**config.mk**
```make
export PLATFORM = sky130hd
export DESIGN_NAME = ddr_burst2_ctrl_flat
export DESIGN_NICKNAME = d
export VERILOG_FILES = /design/src/common/ddr_b2_pkg.sv /design/src/common/ddr_b2_link_if.sv /design/src/ddr_burst2_ctrl.sv /design/src/flat_wrapper.sv
export VERILOG_INCLUDE_DIRS = /design/src /design/src/common
export SDC_FILE = /design/constraint.sdc
export NUM_CORES = 2
export LEC_CHECK = 0
export ABC_AREA = 1
export BUFFER_PORTS_ARGS = -buffer_cell sky130_fd_sc_hd__buf_2
export CORE_MARGIN = 2
export CORE_UTILIZATION = 40
export CTS_CLUSTER_SIZE = 24
export DETAILED_ROUTE_END_ITERATION = 10
export GPL_TIMING_DRIVEN = 0
export MAX_ROUTING_LAYER = met4
export PLACE_DENSITY = 0.58
export SLEW_MARGIN = 25
export SYNTH_ARGS = -nofsm -noshare
export SYNTH_HDL_FRONTEND = slang
export SYNTH_HIERARCHICAL = 1
export SYNTH_SLANG_ARGS = --single-unit
```
**constraint.sdc**
```tcl
create_clock -name clk -period 18.44 [get_ports clk]
set_clock_uncertainty 0.2 [all_clocks]
set_input_delay 2.766 -clock clk [delete_from_list [all_inputs] [get_ports clk]]
set_output_delay 2.766 -clock clk [all_outputs]
set_load 0.01 [all_outputs]
```
**src/common/ddr_b2_regs.svh**
```systemverilog
`ifndef DDR_B2_REGS_SVH
`define DDR_B2_REGS_SVH
// organisation 512K words x 36: 256K burst addresses, four 9-bit lanes
// the other organisation (1M x 18) is ADDR_W 19, DATA_W 18, LANES 2
`define ADDR_W 18
`define DATA_W 36
`define LANES 4
`define LANE_W 9
// timing of the link clock made by the controller end
`define CLK_PERIOD_NS 50
`define K_PERIOD_NS 400
`define K_HALF_CYC (`K_PERIOD_NS / `CLK_PERIOD_NS / 2)
// output clock edge index of the first read beat; command edge is index 1
`define RD_FIRST_DLL 4
`define RD_FIRST_BYP 3
// extra echo edge the controller sees before the command's own edge
`define ECHO_SKEW 1
`define FIFO_DEPTH 16
`endif

```
**src/common/ddr_b2_pkg.sv**
```systemverilog
package ddr_b2_pkg;
`include "ddr_b2_regs.svh"
  typedef logic [`ADDR_W-1:0] addr_t;
  typedef logic [`DATA_W-1:0] data_t;
  typedef logic [`LANES-1:0] lanes_t;
  typedef struct packed {
    addr_t addr;
    data_t d0;
    data_t d1;
    lanes_t bw0_n;
    lanes_t bw1_n;
  } wr_req_t;
endpackage : ddr_b2_pkg

```
**src/common/ddr_b2_link_if.sv**
```systemverilog
`timescale 1ns/1ps
interface ddr_b2_link_if;
  import ddr_b2_pkg::*;
  logic k;
  logic k_n;
  logic c;
  logic c_n;
  addr_t sync_addr;
  logic rd_sel_n;
  logic wr_sel_n;
  logic byte_write_lane0_n;
  logic byte_write_lane1_n;
  logic byte_write_lane2_n;
  logic byte_write_lane3_n;
  data_t write_data_bus;
  logic dll_off_n;
  data_t read_data_bus;
  logic echo_clk_true;
  logic echo_clk_comp;
  modport mem (
    input k, k_n, c, c_n, sync_addr, rd_sel_n, wr_sel_n,
    input byte_write_lane0_n, byte_write_lane1_n,
    input byte_write_lane2_n, byte_write_lane3_n,
    input write_data_bus, dll_off_n,
    output read_data_bus, echo_clk_true, echo_clk_comp
  );
  modport ctrl (
    output k, k_n, c, c_n, sync_addr, rd_sel_n, wr_sel_n,
    output byte_write_lane0_n, byte_write_lane1_n,
    output byte_write_lane2_n, byte_write_lane3_n,
    output write_data_bus, dll_off_n,
    input read_data_bus, echo_clk_true, echo_clk_comp
  );
endinterface : ddr_b2_link_if

```
**src/ddr_burst2_ctrl.sv**
```systemverilog
`timescale 1ns/1ps
// plain first-in first-out buffer; full is registered for a clean ready
module word_fifo #(
  parameter int W = 8,
  parameter int DEPTH = 16
) (
  input wire logic clk,
  input wire logic rst_n,
  input wire logic in_valid,
  output logic in_ready,
  input wire logic [W-1:0] in_data,
  output logic out_valid,
  input wire logic out_ready,
  output logic [W-1:0] out_data
);
  localparam int AW = $clog2(DEPTH);
  logic [W-1:0] mem [DEPTH];
  logic [AW-1:0] wp, rp;
  logic [AW:0] cnt, next_cnt;
  logic push, pop;
  assign push = in_valid & in_ready;
  assign pop = out_valid & out_ready;
  assign out_valid = cnt != '0;
  assign out_data = mem[rp];
  assign next_cnt = (push & ~pop) ? cnt + 1'b1 : ((pop & ~push) ? cnt - 1'b1 : cnt);

  always_ff @(posedge clk) begin
    if (!rst_n) begin
      wp <= '0;
      rp <= '0;
      cnt <= '0;
      in_ready <= 1'b1;
    end else begin
      cnt <= next_cnt;
      in_ready <= next_cnt != (AW+1)'(DEPTH);
      if (push) wp <= wp + 1'b1;
      if (pop) rp <= rp + 1'b1;
    end
  end

  always_ff @(posedge clk) begin
    if (push) mem[wp] <= in_data;
  end
endmodule : word_fifo

// controller end: makes the link clocks, issues queued writes and single reads
module ddr_burst2_ctrl
  import ddr_b2_pkg::*;
(
  input wire logic clk,
  input wire logic rst_n,
  input wire logic wr_valid,
  output logic wr_ready,
  input wire wr_req_t wr_req,
  input wire logic rd_valid,
  output logic rd_ready,
  input wire addr_t rd_addr,
  output logic rdata_valid,
  output data_t rdata0,
  output data_t rdata1,
  input wire logic out_clk_tie,
  input wire logic dll_bypass,
  ddr_b2_link_if.ctrl link
);
  logic f_valid;
  wr_req_t f_req;
  logic [2:0] div;
  logic kq, kn, ct, cc, prep_rise, prep_fall;
  assign prep_rise = (div == 3'(`K_HALF_CYC - 2)) & ~kq;
  assign prep_fall = (div == 3'(`K_HALF_CYC - 2)) & kq;

  // write requests queue here; popped one per clock period
  word_fifo #(.W($bits(wr_req_t)), .DEPTH(`FIFO_DEPTH)) wq_fifo (
    .clk(clk),
    .rst_n(rst_n),
    .in_valid(wr_valid),
    .in_ready(wr_ready),
    .in_data(wr_req),
    .out_valid(f_valid),
    .out_ready(prep_rise),
    .out_data(f_req)
  );

  addr_t rq_addr, a;
  wr_req_t wcur;
  logic wact, rsel_n, wsel_n, dll_off;
  data_t wd;
  lanes_t bw_n;

  // pins change one clk before the clock edge that samples them
  always_ff @(posedge clk) begin
    if (!rst_n) begin
      div <= 3'h0;
      kq <= 1'b0;
      kn <= 1'b1;
      ct <= 1'b0;
      cc <= 1'b1;
      rsel_n <= 1'b1;
      wsel_n <= 1'b1;
      wact <= 1'b0;
      rd_ready <= 1'b1;
      dll_off <= 1'b1;
      a <= '0;
      wd <= '0;
      bw_n <= '1;
    end else begin
      dll_off <= ~dll_bypass;
      div <= (div == 3'(`K_HALF_CYC - 1)) ? 3'h0 : div + 3'h1;
      if (div == 3'(`K_HALF_CYC - 1)) begin
        kq <= ~kq;
        kn <= kq;
        ct <= out_clk_tie | ~kq; // tie holds both output clocks high
        cc <= out_clk_tie | kq;
      end
      if (rd_valid & rd_ready) begin
        rd_ready <= 1'b0;
      end
      if (prep_rise) begin
        rsel_n <= rd_ready;
        wsel_n <= ~f_valid;
        if (!rd_ready) begin
          a <= rq_addr;
          rd_ready <= 1'b1;
        end
        if (f_valid) begin
          wd <= f_req.d0;
          bw_n <= f_req.bw0_n;
          wact <= 1'b1;
        end
      end
      if (prep_fall) begin
        rsel_n <= 1'b1;
        wsel_n <= 1'b1;
        if (wact) begin
          a <= wcur.addr;
          wd <= wcur.d1;
          bw_n <= wcur.bw1_n;
          wact <= 1'b0;
        end
      end
    end
  end

  always_ff @(posedge clk) begin
    if (rd_valid & rd_ready) rq_addr <= rd_addr;
    if (prep_rise & f_valid) wcur <= f_req;
  end

  assign link.k = kq;
  assign link.k_n = kn;
  assign link.c = ct;
  assign link.c_n = cc;
  assign link.sync_addr = a;
  assign link.rd_sel_n = rsel_n;
  assign link.wr_sel_n = wsel_n;
  assign {link.byte_write_lane3_n, link.byte_write_lane2_n,
          link.byte_write_lane1_n, link.byte_write_lane0_n} = bw_n;
  assign link.write_data_bus = wd;
  assign link.dll_off_n = dll_off;

  // read return: echo and data pass the same two stages, so they stay aligned
  logic [`DATA_W+1:0] e1, e2;
  logic [1:0] e3;
  logic ev, issue, rptr;
  data_t qd;
  assign qd = e2[`DATA_W-1:0];
  assign ev = (e2[`DATA_W+1] & ~e3[1]) | (e2[`DATA_W] & ~e3[0]);
  assign issue = prep_rise & ~rd_ready;

  always_ff @(posedge clk) begin
    if (!rst_n) begin
      e1 <= '0;
      e2 <= '0;
      e3 <= '0;
      rptr <= 1'b0;
    end else begin
      e1 <= {link.echo_clk_true, link.echo_clk_comp, link.read_data_bus};
      e2 <= e1;
      e3 <= e2[`DATA_W+1 -: 2];
      if (issue) rptr <= ~rptr;
    end
  end

  logic [1:0] g0, g1;
  genvar j;
  generate
    for (j = 0; j < 2; j++) begin : slot
      logic v, byp;
      logic [2:0] cnt, nc, first;
      assign nc = cnt + 3'h1;
      assign first = byp ? 3'(`RD_FIRST_BYP + `ECHO_SKEW) : 3'(`RD_FIRST_DLL + `ECHO_SKEW);
      assign g0[j] = ev & v & (nc == first);
      assign g1[j] = ev & v & (nc == first + 3'h1);
      always_ff @(posedge clk) begin
        if (!rst_n) begin
          v <= 1'b0;
          byp <= 1'b0;
          cnt <= 3'h0;
        end else if (issue & (rptr == 1'(j))) begin
          v <= 1'b1;
          byp <= dll_bypass;
          cnt <= 3'h0;
        end else if (ev & v) begin
          cnt <= nc;
          if (g1[j]) v <= 1'b0;
        end
      end
    end
  endgenerate

  always_ff @(posedge clk) begin
    if (!rst_n) begin
      rdata_valid <= 1'b0;
      rdata0 <= '0;
      rdata1 <= '0;
    end else begin
      rdata_valid <= |g1;
      if (|g0) rdata0 <= qd;
      if (|g1) rdata1 <= qd;
    end
  end
endmodule : ddr_burst2_ctrl

```
**src/flat_wrapper.sv**
```systemverilog
// flat-port wrapper written by rule: the top's interface ports become plain ports
module ddr_burst2_ctrl_flat import ddr_b2_pkg::*;
  (clk, rst_n, wr_valid, wr_ready, wr_req, rd_valid, rd_ready, rd_addr, rdata_valid, rdata0, rdata1, out_clk_tie, dll_bypass, link_k, link_k_n, link_c, link_c_n, link_sync_addr, link_rd_sel_n, link_wr_sel_n, link_byte_write_lane0_n, link_byte_write_lane1_n, link_byte_write_lane2_n, link_byte_write_lane3_n, link_write_data_bus, link_dll_off_n, link_read_data_bus, link_echo_clk_true, link_echo_clk_comp);
  ddr_b2_link_if link_i ();
  input wire logic clk;
  input wire logic rst_n;
  input wire logic wr_valid;
  output logic wr_ready;
  input wire wr_req_t wr_req;
  input wire logic rd_valid;
  output logic rd_ready;
  input wire addr_t rd_addr;
  output logic rdata_valid;
  output data_t rdata0;
  output data_t rdata1;
  input wire logic out_clk_tie;
  input wire logic dll_bypass;
  output wire logic [$bits(link_i.k)-1:0] link_k;
  output wire logic [$bits(link_i.k_n)-1:0] link_k_n;
  output wire logic [$bits(link_i.c)-1:0] link_c;
  output wire logic [$bits(link_i.c_n)-1:0] link_c_n;
  output wire logic [$bits(link_i.sync_addr)-1:0] link_sync_addr;
  output wire logic [$bits(link_i.rd_sel_n)-1:0] link_rd_sel_n;
  output wire logic [$bits(link_i.wr_sel_n)-1:0] link_wr_sel_n;
  output wire logic [$bits(link_i.byte_write_lane0_n)-1:0] link_byte_write_lane0_n;
  output wire logic [$bits(link_i.byte_write_lane1_n)-1:0] link_byte_write_lane1_n;
  output wire logic [$bits(link_i.byte_write_lane2_n)-1:0] link_byte_write_lane2_n;
  output wire logic [$bits(link_i.byte_write_lane3_n)-1:0] link_byte_write_lane3_n;
  output wire logic [$bits(link_i.write_data_bus)-1:0] link_write_data_bus;
  output wire logic [$bits(link_i.dll_off_n)-1:0] link_dll_off_n;
  input wire logic [$bits(link_i.read_data_bus)-1:0] link_read_data_bus;
  input wire logic [$bits(link_i.echo_clk_true)-1:0] link_echo_clk_true;
  input wire logic [$bits(link_i.echo_clk_comp)-1:0] link_echo_clk_comp;
  assign link_k = link_i.k;
  assign link_k_n = link_i.k_n;
  assign link_c = link_i.c;
  assign link_c_n = link_i.c_n;
  assign link_sync_addr = link_i.sync_addr;
  assign link_rd_sel_n = link_i.rd_sel_n;
  assign link_wr_sel_n = link_i.wr_sel_n;
  assign link_byte_write_lane0_n = link_i.byte_write_lane0_n;
  assign link_byte_write_lane1_n = link_i.byte_write_lane1_n;
  assign link_byte_write_lane2_n = link_i.byte_write_lane2_n;
  assign link_byte_write_lane3_n = link_i.byte_write_lane3_n;
  assign link_write_data_bus = link_i.write_data_bus;
  assign link_dll_off_n = link_i.dll_off_n;
  assign link_i.read_data_bus = link_read_data_bus;
  assign link_i.echo_clk_true = link_echo_clk_true;
  assign link_i.echo_clk_comp = link_echo_clk_comp;
  ddr_burst2_ctrl u_core (.clk(clk), .rst_n(rst_n), .wr_valid(wr_valid), .wr_ready(wr_ready), .wr_req(wr_req), .rd_valid(rd_valid), .rd_ready(rd_ready), .rd_addr(rd_addr), .rdata_valid(rdata_valid), .rdata0(rdata0), .rdata1(rdata1), .out_clk_tie(out_clk_tie), .dll_bypass(dll_bypass), .link(link_i));
endmodule
```
Yosys cells after proc, flatten, opt, wreduce, memory -nomap -nowiden

Memory sizes are Yosys's and may differ from the RTL's. A register that Yosys moved wholly into a read port is not among the register bits.
Index checks and enable logic that the tools add are counted.

Register bits after elaboration: 322
Latch bits: 0
RAM bits: 1568
Bits in read-only memories: 0
Input port bits: 160
Output and inout bits: 140
Logic and storage cells: 128
Memories: 1

Add/subtract/negate cells: 9
Multipliers: 0
Divide/modulo/power cells: 0
Order comparisons: 0
Equal/unequal tests: 7
Shifts and indexed selects: 0
Mux-type cells: 33
Bitwise logic cells: 31
Reductions and logical operators: 13

Memory list:

| name               | depth | bits a word | read ports | clocked after Yosys merged registers in | write ports | RTL line              | text |
|---|---|---|---|---|---|---|---|
| u_core.wq_fifo.mem | 16    | 98          | 1          | 1                                       | 1           | ddr_burst2_ctrl.sv:17 | `logic [W-1:0] mem [DEPTH];` |

Operators by type and width:

| kind                                                                  | count |
|---|---|
| 36-bit 2-to-1 mux                                                     | 4 |
| 18-bit 2-to-1 mux                                                     | 4 |
| 4-bit 2-to-1 mux                                                      | 6 |
| 1-bit bitwise AND                                                     | 18 |
| 1-bit 2-to-1 mux                                                      | 17 |
| 3-bit by 1-bit adder with 3-bit output, second input constant         | 5 |
| 3-bit equality test                                                   | 4 |
| 2-bit OR reduction                                                    | 6 |
| 5-bit 2-to-1 mux                                                      | 2 |
| 1-bit NOT                                                             | 10 |
| 4-bit by 1-bit adder with 4-bit output, second input constant         | 2 |
| 2-bit nonzero test                                                    | 4 |
| 3-bit by 2-bit equality test with 1-bit output, second input constant | 2 |
| 5-bit by 1-bit adder with 5-bit output, second input constant         | 1 |
| 5-bit inequality test, second input constant                          | 1 |
| 5-bit nonzero test                                                    | 1 |
| 5-bit by 1-bit subtractor with 5-bit output, second input constant    | 1 |
| 2-bit AND reduction                                                   | 2 |
| 1-bit bitwise OR                                                      | 3 |

Longest topological paths before layout

Depth in word-level cells: 8
Depth in mapped cells: 15

Cells and area by module

The synthesis kept the hierarchy.

Modules (own cells, without submodules):

| module          | times used | cells an instance | area an instance (um^2) |
|---|---|---|---|
| word_fifo       | 1          | 4688              | 62210.9 |
| ddr_burst2_ctrl | 1          | 1382              | 11543.6 |

Worst setup path after synthesis

OpenSTA, ideal clock, no wires.

Kind: input to register
Start: in wr_valid
End: mem u_core/wq_fifo/mem[0][0] in the netlist's numbering (enable)
Arrival: 7.274 ns
Data required time: 17.684 ns
Slack: 10.410 ns
Stages: 4
Path buffers: 0
Cell sequence: nand2_1 clkinv_1 nand2_1 nor2_1

Longest elaborated chain between the ends: 3

Ends and longest elaborated chain:

| element                                | RTL line              | text |
|---|---|---|
| from (decl)                            | flat_wrapper.sv:7     | `input wire logic wr_valid;` |
| 1-bit bitwise AND                      | ddr_burst2_ctrl.sv:21 | `assign push = in_valid & in_ready;` |
| 1-bit 2-to-1 mux                       | ddr_burst2_ctrl.sv:42 | `if (push) mem[wp] <= in_data;` |
| 1-bit 2-to-1 mux (implied by the code) | ddr_burst2_ctrl.sv:42 |  |
| to (decl)                              | ddr_burst2_ctrl.sv:17 |  |

Every way passes these cells.

Final worst setup path

Start: in wr_valid
End: mem u_core/wq_fifo/mem[9][11] in the netlist's numbering (enable)

The elaborated chain is that of the path after synthesis.

==> results.cfg <==
[outcome]
outcome = complete, no violations

[drt]
avgViaCountPerCell = 5.62
drc = 0
first_pass_iters = 6
drt_iter0_markers = 6614
routedWlPerCell_um = 27.5
ant_nets = 0
wirelength_mm = 256
dr_total_vias = 52349

[clock_network]
cts_tree = yes
cts_buffer_depth = 3
cts-hold-fix-buffers = 0
post_cts_buffers = 0
clock_latency_ns = 0.82
htreeDepth = 4
cts_resized = 0
path_clk_slew_ns = 0.06
cts.sinks = 1894
root_buffer = clkbuf_16
cts_buffers = 190

[logic_synthesis]
synth_seq_cells = 1894
ys_warn_count = 6
synth_ff_type = edfxtp_1
synthTopCellsByArea = edfxtp_1 (67%), nor2_1 (6.9%), dfxtp_1 (6.8%)
yosysTopAreaCellShare_pct = 66.9
avgSynthCellArea_um2 = 12.2
synthCells = 6070
synth_nets = 6242
ys_types = 29
async_reset_ff_share_pct = 0
synth_seq_area_share_pct = 73.7
netlist_area_mm2 = 0.0738
synth_edf_count = 1644
synth_top_area_cell = edfxtp_1

[die]
core_mm2 = 0.183
num_rows = 157
dieHeight_um = 433
die-area_mm2 = 0.188
pin_count = 300
die_x_um = 433
initial_core_util_pct = 40.3

[worst_setup_path]
crit_start = wr_valid
required_ns = 18.76
start_kind = primary input
critPathMaxFanout = 18
path_common_cell = buf_12
cp-end-kind = flop
critical_path.max_stage_delay_ns = 0.60
cp_slowest_cell = nor2_4
cp.arrival_ns = 5.33
worst-setup-path-type = in2reg
r2r_slack_ns = 14.82
path_cells = buf_2 -> nand2_1 -> clkinv_1 -> nand2_1 -> nor2_4 -> buf_12 -> buf_12 -> buf_12 -> buf_12 -> buf_16
reg2reg_to = u_core/wcur[97]
worstRegToRegCells = 7

[pwr]
p_leak_nw = 30.7
ir_worst_vdd_mv = 0.0824
powerDensity_mw_per_mm2 = 110

[placement]
port_buffers = 299
place_hpwl_mm = 176
gp_congestion = 0.885

[global_route]
grt_usage_pct = 27.5
gr-total-overflow = 0
grt_pass1_wl_mm = 355
grt_max_degree = 44
grt_antenna_before_repair = 31
first_global_vias = 48158

[worst_hold_path]
hold_depth = 2
hp-class = reg2reg
whs_endpoint = u_core/e2[27]
worst_hold_startpoint = u_core/e1[27]

[timing]
fin_tns_setup_ns = 0
hold_viol = 0
rsz0062_at_grt = false
hold_ws_ns = 0.205
slew_violations = 0
clock.fmax_mhz = 200
slew-limit-headroom_pct = 19.1
worst_pin_slew_ns = 1.21
setup_viol = 0
post-route-period-util_pct = 27.2
min_period_ns = 5.01

[final_layout]
final_cell_mix = edfxtp_1 (1644), nor2_1 (1340), o21ai_0 (663), nand2_1 (477), o211ai_1 (416)
layout.nets = 6846
final_common_cell = edfxtp_1
layout-drive-gt1-share_pct = 12.8
syn_to_final_growth_pct = 18.2

[run]
maxCapViolCount = 0
[Yosys cell counts, types with 5 or more instances]
master and count:
nand3_1 241, edfxtp_1 1644, inv_2 6, o21ai_0 663, nand2_2 5, buf_6 21, clkbuf_1 206, ha_1 12
nand4_1 6, dfxtp_1 250, a21oi_1 98, o21ai_1 230, buf_1 37, buf_4 35, nand2_1 477, inv_1 246
buf_2 104, or2_2 5, o211ai_1 416, nor2_1 1356
[cells by family after synthesis]
family | synth area share, %
XOR/XNOR | 0.0356
AO/OA/AOI/OAI | 11.0
flip-flops | 73.7
AND/OR/NAND/NOR | 11.2
adder cells (fa/ha/maj) | 0.204
buffers and inverters | 3.92
[power breakdown]
group	internal, mW	switching (mW)	leakage (nW)
clock network	2.09	1.65	2.89
logic	0.284	0.777	10.9
registers	4.77	0.0396	16.9
[registers in the layout, summed over array words and instances, names as in the netlist, 3 cells and up, named ones only]
name,count
u_core/wq_fifo/mem,1568
u_core/rq_addr,18
u_core/rdata0,36
u_core/rdata1,36
u_core/div,3
u_core/link.write_data_bus,36
u_core/e1,38
u_core/link.sync_addr,18
u_core/bw_n,4
u_core/slot.cnt,6
u_core/wq_fifo/cnt,5
u_core/e2,38
u_core/wq_fifo/rp,4
u_core/wq_fifo/wp,4
u_core/wcur,58
[layout make-up]
class	instances	area (um2)
timing repair buffer	412	4230
fill	16422	95900
clock inverter	93	709
antenna	19	47.5
sequential	1894	54400
clock buffer	259	5210
multi-input combinational	3518	16600
tap	2464	3080
buffer	403	1970
inverter	255	960
[how the worst max path moves through the flow]
stage | slack [ns] | endpoint
after floorplan | 10.41 | u_core/wq_fifo/mem[0][0]
after global placement | 3.94 | u_core/wq_fifo/mem[12][11]
after detailed placement | 12.63 | u_core/wq_fifo/mem[9][12]
after CTS | 13.52 | u_core/wq_fifo/mem[9][13]
after global routing | 13.36 | u_core/wq_fifo/mem[9][8]
final | 13.43 | u_core/wq_fifo/mem[9][11]
[metal layers]
metal	track usage (%)	share of wire (%)	wire (um)	vias to the layer above
met5	-	0	0	-
met4	10.6	4.2	10700	0
met3	5.14	10	26300	481
met2	42.7	47	119000	2993
met1	35.8	39	100000	26034
li1	-	-	-	22841
[worst max-delay path: cells and delay by family]
kind,cells,cell delay (ns)
simple gates,3,1.08
buf+inv,7,1.38
[metrics by stage]
| step | setup WS, ns | utilization (%) | std cells | area, um2 | power, mW |
|---|---|---|---|---|---|
| floorplan | 10.41 | - | 6070 | 73800 | 5.42 |
| finish | 13.43 | 47.6 | 9317 | 87200 | 9.61 |
| detailed placement | 12.63 | 44.4 | 8946 | 81200 | 5.94 |
| CTS | 13.52 | 47.6 | 9298 | 87100 | 9.62 |
| global route | 13.36 | 47.6 | 9311 | 87200 | 9.88 |
| global placement | 3.94 | 42.8 | 8833 | 78300 | 5.90 |
Power figures use the tool's default switching activity.
